### src/rtl/occ_pkg.sv
// package for the output compare channel: register map, fields, modes
package occ_pkg;
    // register word offsets (byte addresses)
    localparam logic [7:0] OCC_CTRL_OFF = 8'h00;
    localparam logic [7:0] OCC_PRI_OFF  = 8'h10;
    localparam logic [7:0] OCC_SEC_OFF  = 8'h20;
    // alias offsets added to each register base
    localparam logic [3:0] OCC_ALIAS_CLR = 4'h4;
    localparam logic [3:0] OCC_ALIAS_SET = 4'h8;
    localparam logic [3:0] OCC_ALIAS_INV = 4'hC;
    // control field positions
    localparam int OCC_ON_BIT    = 15;
    localparam int OCC_IDLE_BIT  = 13;
    localparam int OCC_WIDE_BIT  = 5;
    localparam int OCC_FLT_BIT   = 4;
    localparam int OCC_TSEL_BIT  = 3;
    // writable control bits
    // enable, stop-in-idle, wide, timebase and mode; flag bit 4 read only
    localparam logic [31:0] OCC_CTRL_WMASK = 32'h0000_A02F;
    localparam logic [31:0] OCC_CTRL_RST   = 32'h0000_0000;
    localparam logic [31:0] OCC_VAL_RST    = 32'h0000_0000;
    // compare modes
    typedef enum logic [2:0] {
        OCC_M_OFF    = 3'b000,
        OCC_M_SETHI  = 3'b001,
        OCC_M_SETLO  = 3'b010,
        OCC_M_TOGGLE = 3'b011,
        OCC_M_SINGLE = 3'b100,
        OCC_M_CONT   = 3'b101,
        OCC_M_PWM    = 3'b110,
        OCC_M_PWMF   = 3'b111
    } occ_mode_e;
endpackage

### src/rtl/occ_match.sv
// timer source selection and compare match detection
`timescale 1ns/1ns
`default_nettype none
module occ_match (
    // timer counts
    input  wire logic [15:0] timer_a,
    input  wire logic [15:0] timer_b,
    input  wire logic [31:0] timer_wide,
    // selection
    input  wire logic        wide_sel,
    input  wire logic        tsel,
    // compare values
    input  wire logic [31:0] pri_val,
    input  wire logic [31:0] sec_val,
    // results
    output logic             pri_hit,
    output logic             sec_hit,
    output logic             period_start
);
    // narrow source from one of two timers
    wire [15:0] narrow_cnt = tsel ? timer_b : timer_a;
    wire [31:0] cnt        = wide_sel ? timer_wide : {16'h0000, narrow_cnt};

    function automatic logic eq(input logic w, input logic [31:0] a,
                                input logic [31:0] b);
        eq = w ? (a == b) : (a[15:0] == b[15:0]);
    endfunction

    assign pri_hit      = eq(wide_sel, cnt, pri_val);
    assign sec_hit      = eq(wide_sel, cnt, sec_val);
    assign period_start = (cnt == 32'h0000_0000);
endmodule
`default_nettype wire

### src/rtl/occ_channel.sv
// output compare channel: control registers, modes, pwm and fault
// Behaviour
// - channel works only while enable bit 15 is one
// - stop-in-idle bit 13 halts channel during processor idle
// - wide select bit 5 picks 32-bit compare, else low 16 bits
// - fault flag bit 4 set by hardware, writes to bit 4 never clear it, a write that leaves mode 111 does
// - fault flag reads zero outside pwm-with-fault mode 111
// - timebase bit 3 picks second timer when one, first when zero; wide mode uses the 32-bit timer instead
// - mode 111 gives pwm and honours the fault input
// - mode 110 gives pwm and ignores the fault input
// - mode 101 starts low then repeats pulses
// - mode 100 starts low then gives exactly one pulse
// - mode 011 toggles output on every match
// - mode 010 starts high, match drives low
// - mode 001 starts low, match drives high
// - mode 000 disables compare function
// - control bits 31-16 and unimplemented control bits ignore writes, read zero; compare values keep all 32 bits
// - compare values against selected count, event on match, in pwm modes at period start instead of duty match
// - fault input a for channels one to four, b for five
// - clear, set, invert aliases at offsets 4, 8 and C
`timescale 1ns/1ns
`default_nettype none
module occ_channel #(
    parameter int CHANNEL = 1
) (
    // clock and reset
    input  wire logic        clk,
    input  wire logic        rst_n,
    // register port
    input  wire logic [7:0]  addr,
    input  wire logic [31:0] wdata,
    input  wire logic        wr,
    input  wire logic        rd,
    output logic      [31:0] rdata,
    // timebase
    input  wire logic [15:0] timer_a,
    input  wire logic [15:0] timer_b,
    input  wire logic [31:0] timer_wide,
    input  wire logic        cpu_idle,
    // fault pins
    input  wire logic        fault_input_a,
    input  wire logic        fault_input_b,
    // outputs
    output logic             compare_output_pin,
    output logic             compare_event
);
    import occ_pkg::*;

    logic [31:0] compare_control;
    logic [31:0] primary_compare_value;
    logic [31:0] secondary_compare_value;
    logic [31:0] duty;
    logic        out_q;
    logic        pulse_done;
    logic        pulse_high;
    logic        fault_s1;
    logic        fault_s2;
    logic        pwm_fault_flag;
    logic [2:0]  last_mode;
    logic        last_enable;

    // register fields
    wire        enable     = compare_control[OCC_ON_BIT];
    wire        stop_idle  = compare_control[OCC_IDLE_BIT];
    wire        wide_sel   = compare_control[OCC_WIDE_BIT];
    wire        tsel       = compare_control[OCC_TSEL_BIT];
    wire [2:0]  compare_mode_field = compare_control[2:0];
    wire        run = enable && !(stop_idle && cpu_idle);
    wire        is_pwmf = (compare_mode_field == OCC_M_PWMF);
    wire        is_pwm  = (compare_mode_field == OCC_M_PWM) || is_pwmf;
    wire        is_pulse = (compare_mode_field == OCC_M_SINGLE) ||
                           (compare_mode_field == OCC_M_CONT);

    // fault pin choice depends on channel number
    wire fault_raw = (CHANNEL == 5) ? fault_input_b : fault_input_a;

    // compare unit
    logic pri_hit;
    logic sec_hit;
    logic period_start;
    occ_match u_match (
        .timer_a      (timer_a),
        .timer_b      (timer_b),
        .timer_wide   (timer_wide),
        .wide_sel     (wide_sel),
        .tsel         (tsel),
        .pri_val      (primary_compare_value),
        .sec_val      (duty),
        .pri_hit      (pri_hit),
        .sec_hit      (sec_hit),
        .period_start (period_start)
    );
    wire sec_raw_hit = wide_sel ?
        (timer_wide == secondary_compare_value) :
        ((tsel ? timer_b : timer_a) == secondary_compare_value[15:0]);

    // address decode; low nibble selects plain, clear, set or invert
    wire [3:0] base   = addr[7:4];
    wire [3:0] alias_ = addr[3:0];
    wire sel_ctrl = (base == OCC_CTRL_OFF[7:4]);
    wire sel_pri  = (base == OCC_PRI_OFF[7:4]);
    wire sel_sec  = (base == OCC_SEC_OFF[7:4]);

    // alias write function: plain, clear, set or invert
    function automatic logic [31:0] apply(input logic [31:0] cur,
                                          input logic [31:0] d,
                                          input logic [3:0] a);
        case (a)
            OCC_ALIAS_CLR: apply = cur & ~d;
            OCC_ALIAS_SET: apply = cur | d;
            OCC_ALIAS_INV: apply = cur ^ d;
            default:       apply = d;
        endcase
    endfunction

    wire [31:0] ctrl_new = apply(compare_control, wdata, alias_) &
                           OCC_CTRL_WMASK;
    wire [31:0] next_control = (wr && sel_ctrl) ? ctrl_new : compare_control;
    wire [31:0] next_pri = (wr && sel_pri) ?
        apply(primary_compare_value, wdata, alias_) : primary_compare_value;
    wire [31:0] next_sec = (wr && sel_sec) ?
        apply(secondary_compare_value, wdata, alias_) :
        secondary_compare_value;

    // register writes
    always_ff @(posedge clk) begin
        if (!rst_n) begin
            compare_control         <= OCC_CTRL_RST;
            primary_compare_value   <= OCC_VAL_RST;
            secondary_compare_value <= OCC_VAL_RST;
        end else begin
            compare_control         <= next_control;
            primary_compare_value   <= next_pri;
            secondary_compare_value <= next_sec;
        end
    end

    // read data; flag only visible in mode 111
    wire flag_vis = pwm_fault_flag && is_pwmf;
    wire [31:0] ctrl_rd = compare_control |
                          ({31'h0, flag_vis} << OCC_FLT_BIT);
    wire [31:0] next_rdata =
        !rd      ? 32'h0000_0000 :
        sel_ctrl ? ctrl_rd :
        sel_pri  ? primary_compare_value :
        sel_sec  ? secondary_compare_value : 32'h0000_0000;

    always_ff @(posedge clk) begin
        if (!rst_n) rdata <= 32'h0000_0000;
        else        rdata <= next_rdata;
    end

    // fault pin synchroniser, two stages before use
    always_ff @(posedge clk) begin
        if (!rst_n) begin
            fault_s1 <= 1'b0;
            fault_s2 <= 1'b0;
        end else begin
            fault_s1 <= fault_raw;
            fault_s2 <= fault_s1;
        end
    end
    wire fault_hit = run && is_pwmf && fault_s2;

    // mode or enable change reinitialises the pin; an idle resume must not,
    // or a halted channel would lose the level it stopped with
    wire restart = (compare_mode_field != last_mode) ||
                   (enable && !last_enable);

    // initial level per mode
    function automatic logic init_level(input logic [2:0] m);
        init_level = (m == OCC_M_SETLO);
    endfunction

    // output level decision
    logic next_out;
    logic next_done;
    logic next_high;
    logic next_evt;
    always_comb begin
        next_out  = out_q;
        next_done = pulse_done;
        next_high = pulse_high;
        next_evt  = 1'b0;
        if (!enable || compare_mode_field == OCC_M_OFF) begin
            next_out  = 1'b0;
            next_done = 1'b0;
            next_high = 1'b0;
        end else if (restart) begin
            next_out  = init_level(compare_mode_field);
            next_done = 1'b0;
            next_high = 1'b0;
        end else if (!run) begin
            next_out = out_q; // hold while idle-stopped
        end else if (fault_hit) begin
            next_out = 1'b0;
            next_evt = !pwm_fault_flag;
        end else begin
            unique case (compare_mode_field)
                OCC_M_SETHI: if (pri_hit) begin
                    next_out = 1'b1;
                    next_evt = 1'b1;
                end
                OCC_M_SETLO: if (pri_hit) begin
                    next_out = 1'b0;
                    next_evt = 1'b1;
                end
                OCC_M_TOGGLE: if (pri_hit) begin
                    next_out = !out_q;
                    next_evt = 1'b1;
                end
                OCC_M_SINGLE, OCC_M_CONT: begin
                    if (!pulse_done && !pulse_high && pri_hit) begin
                        next_out  = 1'b1;
                        next_high = 1'b1;
                        next_evt  = 1'b1;
                    end else if (pulse_high && sec_raw_hit) begin
                        next_out  = 1'b0;
                        next_high = 1'b0;
                        next_evt  = 1'b1;
                        next_done = (compare_mode_field == OCC_M_SINGLE);
                    end
                end
                OCC_M_PWM, OCC_M_PWMF: begin
                    if (period_start) begin
                        next_out = 1'b1;
                        next_evt = 1'b1;
                    end else if (sec_hit) begin
                        next_out = 1'b0;
                    end
                end
                OCC_M_OFF: next_out = 1'b0;
            endcase
        end
    end

    // pwm duty reload at period boundary
    wire [31:0] next_duty = (!is_pwm || period_start || restart) ?
                            secondary_compare_value : duty;

    // flag: set by fault, cleared at period start once fault gone, or whenever mode is not 111
    wire next_flag = fault_hit ? 1'b1 :
                     (!is_pwmf || (!fault_s2 && period_start)) ? 1'b0 :
                     pwm_fault_flag;

    // channel state
    always_ff @(posedge clk) begin
        if (!rst_n) begin
            out_q          <= 1'b0;
            pulse_done     <= 1'b0;
            pulse_high     <= 1'b0;
            pwm_fault_flag <= 1'b0;
            duty           <= OCC_VAL_RST;
            last_mode      <= 3'b000;
            last_enable    <= 1'b0;
            compare_event  <= 1'b0;
        end else begin
            out_q          <= next_out;
            pulse_done     <= next_done;
            pulse_high     <= next_high;
            pwm_fault_flag <= next_flag;
            duty           <= next_duty;
            last_mode      <= compare_mode_field;
            last_enable    <= enable;
            compare_event  <= next_evt;
        end
    end
    assign compare_output_pin = out_q;
endmodule
`default_nettype wire

### config.mk
export PLATFORM = sky130hd
export DESIGN_NAME = occ_channel
export DESIGN_NICKNAME = d
export VERILOG_FILES = /design/src/rtl/occ_pkg.sv /design/src/rtl/occ_match.sv /design/src/rtl/occ_channel.sv
export SDC_FILE = /design/constraint.sdc
export NUM_CORES = 1
export LEC_CHECK = 0
export BUFFER_PORTS_ARGS = -buffer_cell sky130_fd_sc_hd__buf_2
export CAP_MARGIN = 20
export CORE_MARGIN = 4
export CORE_UTILIZATION = 59
export DETAILED_ROUTE_END_ITERATION = 10
export PLACE_DENSITY = 0.89
export SYNTH_ARGS = -nofsm -noshare
export SYNTH_HDL_FRONTEND = slang
export SYNTH_SLANG_ARGS = --single-unit
### constraint.sdc
create_clock -name clk -period 3.8 [get_ports clk]
set_input_delay 0.57 -clock clk [delete_from_list [all_inputs] [get_ports clk]]
set_output_delay 0.57 -clock clk [all_outputs]
set_load 0.05 [all_outputs]
==> impl_metrics.toml, run 1 <==
[outcome]
outcome = "finished, final reports clean"

[synthesis]
synthSimpleGateAreaFrac_pct = 12.3
synth.net_count = 1567
yosysSeqAreaShare_pct = 26.6
ys_warn_count = 0
synth_top_family_by_area = "compound AO/OA/AOI/OAI gates"
synth_cells = 1314
synth-main-ff-cell = "dfxtp_1"
synth_edf_count = 0
async_reset_ff_share_pct = 0
syn_area_per_cell_um2 = 8.35
ys_seq_elements = 146
synthAdderAreaFrac_pct = 16.2
synth_cell_types = 68
syn_area_mm2 = 0.0110
synth_xor_area_share_pct = 7.03
synth_compound_area_share_pct = 25.1
synthMuxAreaShare_pct = 5.31

[floorplan]
fp.dieArea_mm2 = 0.0208
initial_core_util_pct = 60.5
die_y_um = 144
coreArea_mm2 = 0.0181
die_w_um = 144
rows = 49
ioPinCount = 145

[cts]
cts_root_buf = "clkbuf_16"
cts_resized = 0
post_cts_buffers = 0
htree_num_levels = 4
cts_inserted_buffers = 17
clk_latency_ns = 0.44
clkTransAtPathRegs_ns = 0.06
cts_tree = "done"
hold_buffers = 0
clock_sinks = 146
clockBufferDepth = 2

[power_and_ir_drop]
internal-power_mw = 2.86
clkPwrFrac_pct = 44.6
max-vdd-ir-drop_v = 0.000297
seq_power_share_pct = 40.5
p_per_area_mw_per_mm2 = 317
swShare_pct = 27.4
combPwrFrac_pct = 15.0
netSwitchingPower_mw = 1.08
leakage_nw = 5.44
power_mw = 3.94

[setup_path]
worst_r2r_path_depth = 9
start_kind = "register"
cp-end-kind = "register"
regToRegSetupSlack_ns = 0.16
rr_startpoint = "compare_control[3]"
cp.required_ns = 4.12
cp.arrival_ns = 3.96
criticalPathCategory = "register to register"
timing.rr.end = "compare_output_pin"
critPathMaxFanout = 15

[drt]
drtIter0Drc = 1670
ant_nets = 0
avgRoutedWirePerCell_um = 21.8
first_pass_iters = 7
drc = 0
via_per_inst = 6.72
dr_total_vias = 11102
wl_mm = 36.1

[placed_design]
pre_cts_ws_ns = 0.318
io_buffers = 143
finalWeightedCongestion = 0.987
dp.cells = 1621
dp_hpwl_mm = 24.9

[timing]
hold_viol = 0
finalSetupTns_ns = 0
grt_setup_unrepaired = "no"
fin_crit_ns = 3.64
slew_headroom_pct = 37.2
tightest_slew_ns = 0.942
timing.final.max_slew_violations = 0
max_freq_ghz = 0.275
finClkSkew_ns = 0.00796
fin_crit_sh_pct = 95.7
fin_ws_ns = 0.162
finalSetupViolations = 0

[worst_hold_path]
hold_class = "primary input to register"
hold_end = "fault_s1"
hp-start = "fault_input_a"
holdPathStages = 2

[grt]
grt.overflow.total = 0
grt_pass1_wl_mm = 55.9
grt_max_degree = 72
grt_use_total_pct = 34.1
antenna_found_initial = 0
grt_pass1_vias = 10486

[final_layout]
mostFrequentLayoutCells = "dfxtp_1 (146), buf_2 (143), ha_1 (142)"
num_antenna_cells = 0
nets = 1664
fin_cells = 1652
layout_commonest_cell = "dfxtp_1"
drive_gt1_share_pct = 15.1
area_growth_pct = 13.3
post-route-util_pct = 68.5

[job]
cap_violations = 0
[final cells by class]
class                   instances  area, um2
clock inverters                 5        100
multi-input cells             962       7270
clock buffers                  26        489
well taps                     229        287
flip-flops and latches        146       2920
fillers                      1386       5720
repair buffers                168        928
inverters                     116        435
[logic make-up (layout without fill, tap and decap cells)]
kind of cell | after synthesis | after routing
fa+ha+maj | 142 | 142
mux | 57 | 57
xor+xnor | 88 | 88
flops | 146 | 146
compound gates | 414 | 414
simple gates | 261 | 261
buf+inv | 206 | 315
[stage by stage]
stage / hold slack (ns) / area [um2]
6_report: 0.348 / 12400
5_1_grt: 0.348 / 12400
4_1_cts: 0.343 / 12400
3_5_place_dp: 0.441 / 11800
3_3_place_gp: 0.448 / 11800
2_1_floorplan: 0.412 / 11000
[worst max-delay path, stage by stage (launching register included)]
cell      delay (ns)
dfxtp_1         0.82
buf_4           0.29
mux2i_1         0.56
a211oi_1        0.17
nor4_1          0.34
nand3_1         0.20
nor4b_4         0.42
o211ai_1        0.14
a32oi_1         0.22
mux2_2          0.36
[Yosys cell counts, drive strengths merged (8+ instances only)]
| cell type | count | area [um2] |
|---|---|---|
| nor2b | 38 | 238 |
| mux2i | 47 | 470 |
| dfxtp | 146 | 2920 |
| nand4 | 13 | 81.3 |
| nand2 | 56 | 210 |
| mux2 | 10 | 113 |
| nand3 | 20 | 100 |
| o21ai | 130 | 651 |
| nor3 | 22 | 110 |
| a221oi | 42 | 368 |
| nor4 | 15 | 93.8 |
| o2111ai | 11 | 96.3 |
| buf | 10 | 75.1 |
| xnor2 | 56 | 490 |
| a21oi | 54 | 270 |
| clkbuf | 80 | 300 |
| o211a | 8 | 80.1 |
| and2 | 11 | 68.8 |
| o21a | 23 | 173 |
| o22ai | 10 | 62.6 |
| a31oi | 24 | 150 |
| a22oi | 63 | 473 |
| ha | 142 | 1780 |
| inv | 115 | 432 |
| xor2 | 32 | 280 |
| nor2 | 58 | 218 |
[routing by layer]
metal	track usage (%)	vias up	part of all wire [%]
li1	-	4955	-
met1	45.3	5236	39
met2	52.1	778	45
met3	10.3	133	13
met4	13.6	0	3.6
met5	0	-	0
[registers in the layout (all words and copies together), names as in the netlist]
| signal | count |
|---|---|
| duty | 32 |
| primary_compare_value | 32 |
| rdata | 32 |
| secondary_compare_value | 32 |
| compare_control | 7 |
| last_mode | 3 |
| compare_event | 1 |
| compare_output_pin | 1 |
| fault_s1 | 1 |
| fault_s2 | 1 |
| last_enable | 1 |
| pulse_done | 1 |
| pulse_high | 1 |
| pwm_fault_flag | 1 |
[power by group through the flow]
stage	Sequential [mW]	Combinational, mW	Clock [mW]
4_1_cts	1.59	0.575	1.75
6_report	1.60	0.590	1.76
5_1_grt	1.60	0.641	1.83
3_5_place_dp	1.63	0.566	0
3_3_place_gp	1.63	0.539	0
2_1_floorplan	1.61	0.361	0
[worst max-delay path by stage]
stage | startpoint | to | slack [ns] | depth (start not counted)
floorplan | compare_control[3] | compare_output_pin | 0.94 | 9
global placement | compare_control[3] | compare_output_pin | 0.38 | 9
detailed placement | compare_control[3] | compare_output_pin | 0.32 | 9
CTS | compare_control[3] | compare_output_pin | 0.29 | 9
global route | compare_control[3] | compare_output_pin | 0.08 | 9
finish | compare_control[3] | compare_output_pin | 0.16 | 9
Power figures use the tool's default switching activity.
==> run 2, diff against run 1 <==
Settings changed: CAP_MARGIN 20 to unset, MAX_ROUTING_LAYER set to met4.
==> impl_metrics.toml, run 2 (same netlist as run 1, synthesis figures left out) <==
[setup_path]
cp.required_ns = 4.13
crit_slowest_cell = "dfxtp_1"
cp-end-kind = "register"
cp.arrival_ns = 3.80
critPathMaxFanout = 15
cp_slowest_stage_delay_ns = 0.78
crit_family = "multiplexers"
cp_common_cell = "mux2_2"
critPathBufInv = 1
criticalPathCategory = "register to register"
start_kind = "register"
worstPathCellList = "buf_4 -> mux2_2 -> mux2i_1 -> xnor2_1 -> or4_4 -> nor4b_4 -> o211ai_1 -> a32oi_1 -> mux2_2"

[cts]
clock_sinks = 146
htree_num_levels = 4
cts_tree = "done"
clk_latency_ns = 0.44
cts_inserted_buffers = 17
cts_root_buf = "clkbuf_16"
clkTransAtPathRegs_ns = 0.06
clockBufferDepth = 2

[drt]
first_pass_iters = 6
dr_total_vias = 10949
ant_nets = 0
avgRoutedWirePerCell_um = 21.5
drc = 0
via_per_inst = 6.62
drtIter0Drc = 1641
wl_mm = 35.5

[timing]
hold_viol = 0
finalSetupTns_ns = 0
fin_ws_ns = 0.325
fin_crit_sh_pct = 91.4
finClkSkew_ns = 0.0108
timing.final.max_slew_violations = 0
slew_headroom_pct = 34.8
finalSetupViolations = 0
holdWs_ns = 0.344
tightest_slew_ns = 0.974
fin_crit_ns = 3.47
grt_setup_unrepaired = "no"
max_freq_ghz = 0.288

[final_layout]
design_area_mm2 = 0.0124
drive_gt1_share_pct = 15.5
post-route-util_pct = 68.4
layout_commonest_cell = "dfxtp_1"
nets = 1665
area_growth_pct = 13.1
mostFrequentLayoutCells = "dfxtp_1 (146), buf_2 (143), ha_1 (142)"
num_antenna_cells = 0
fin_cells = 1653

[floorplan]
fp.dieArea_mm2 = 0.0208
die_w_um = 144
initial_core_util_pct = 60.5
rows = 49
die_y_um = 144
coreArea_mm2 = 0.0181
ioPinCount = 145

[power_and_ir_drop]
leakage_nw = 5.43
p_per_area_mw_per_mm2 = 310
max-vdd-ir-drop_v = 0.000294
power_mw = 3.85

[placed_design]
io_buffers = 143
dp.cells = 1622
pre_cts_ws_ns = 0.311
finalWeightedCongestion = 1.05
dp_hpwl_mm = 24.7
dpl_cell_area_mm2 = 0.0118

[worst_hold_path]
hold_class = "primary input to register"

[grt]
grt.overflow.total = 0
grt_max_degree = 72
grt_pass1_wl_mm = 55.0
antenna_found_initial = 0
grt_pass1_vias = 10386
grt_use_total_pct = 34.7

[outcome]
outcome = "finished, final reports clean"

[job]
cap_violations = 0
[run 2: worst register-to-register path: stages (launching register included)]
cell and delay, ns:
dfxtp_1 0.78, buf_4 0.29, mux2_2 0.37, mux2i_1 0.28, xnor2_1 0.11, or4_4 0.43, nor4b_4 0.39, o211ai_1 0.14
a32oi_1 0.22, mux2_2 0.35
[run 2: what timing repair did]
| action | CTS | global route |
|---|---|---|
| gates resized for setup | 0 | 1 |
| hold buffers | 0 | 0 |
| setup buffers | 0 | 0 |
| endpoints found under the setup margin | 0 | 1 |
[run 2: report_power, final]
| group | total (mW) | internal (mW) | switching (mW) |
|---|---|---|---|
| sequential | 1.60 | 1.55 | 0.0416 |
| combinational | 0.591 | 0.230 | 0.361 |
| clock | 1.66 | 0.972 | 0.691 |
[run 2: worst paths after layout]
path / from / end / slack (ns) / cells after the start
max: compare_control[3] / compare_output_pin / 0.33 / 9
min: fault_input_a / fault_s1 / 0.34 / 2
max reg2reg: compare_control[3] / compare_output_pin / 0.33 / 9
min reg2reg: fault_s1 / fault_s2 / 0.46 / 1
[run 2: final cells by class]
| type | instances | area [um2] |
|---|---|---|
| Multi-Input combinational cell | 962 | 7270 |
| Fill cell | 1369 | 5740 |
| Sequential cell | 146 | 2920 |
| Timing Repair Buffer | 169 | 936 |
| Clock buffer | 20 | 447 |
| Inverter | 116 | 435 |
| Tap cell | 229 | 287 |
| Clock inverter | 11 | 114 |
[run 2: layer usage]
layer | routed length [um] | part of all wire (%) | global-route usage (%) | up-vias
li1 | - | - | - | 4946
met1 | 14300 | 40 | 46.2 | 5124
met2 | 15300 | 43 | 49.7 | 758
met3 | 4560 | 13 | 9.06 | 121
met4 | 1350 | 3.8 | 14.8 | 0
met5 | 0 | 0 | - | -
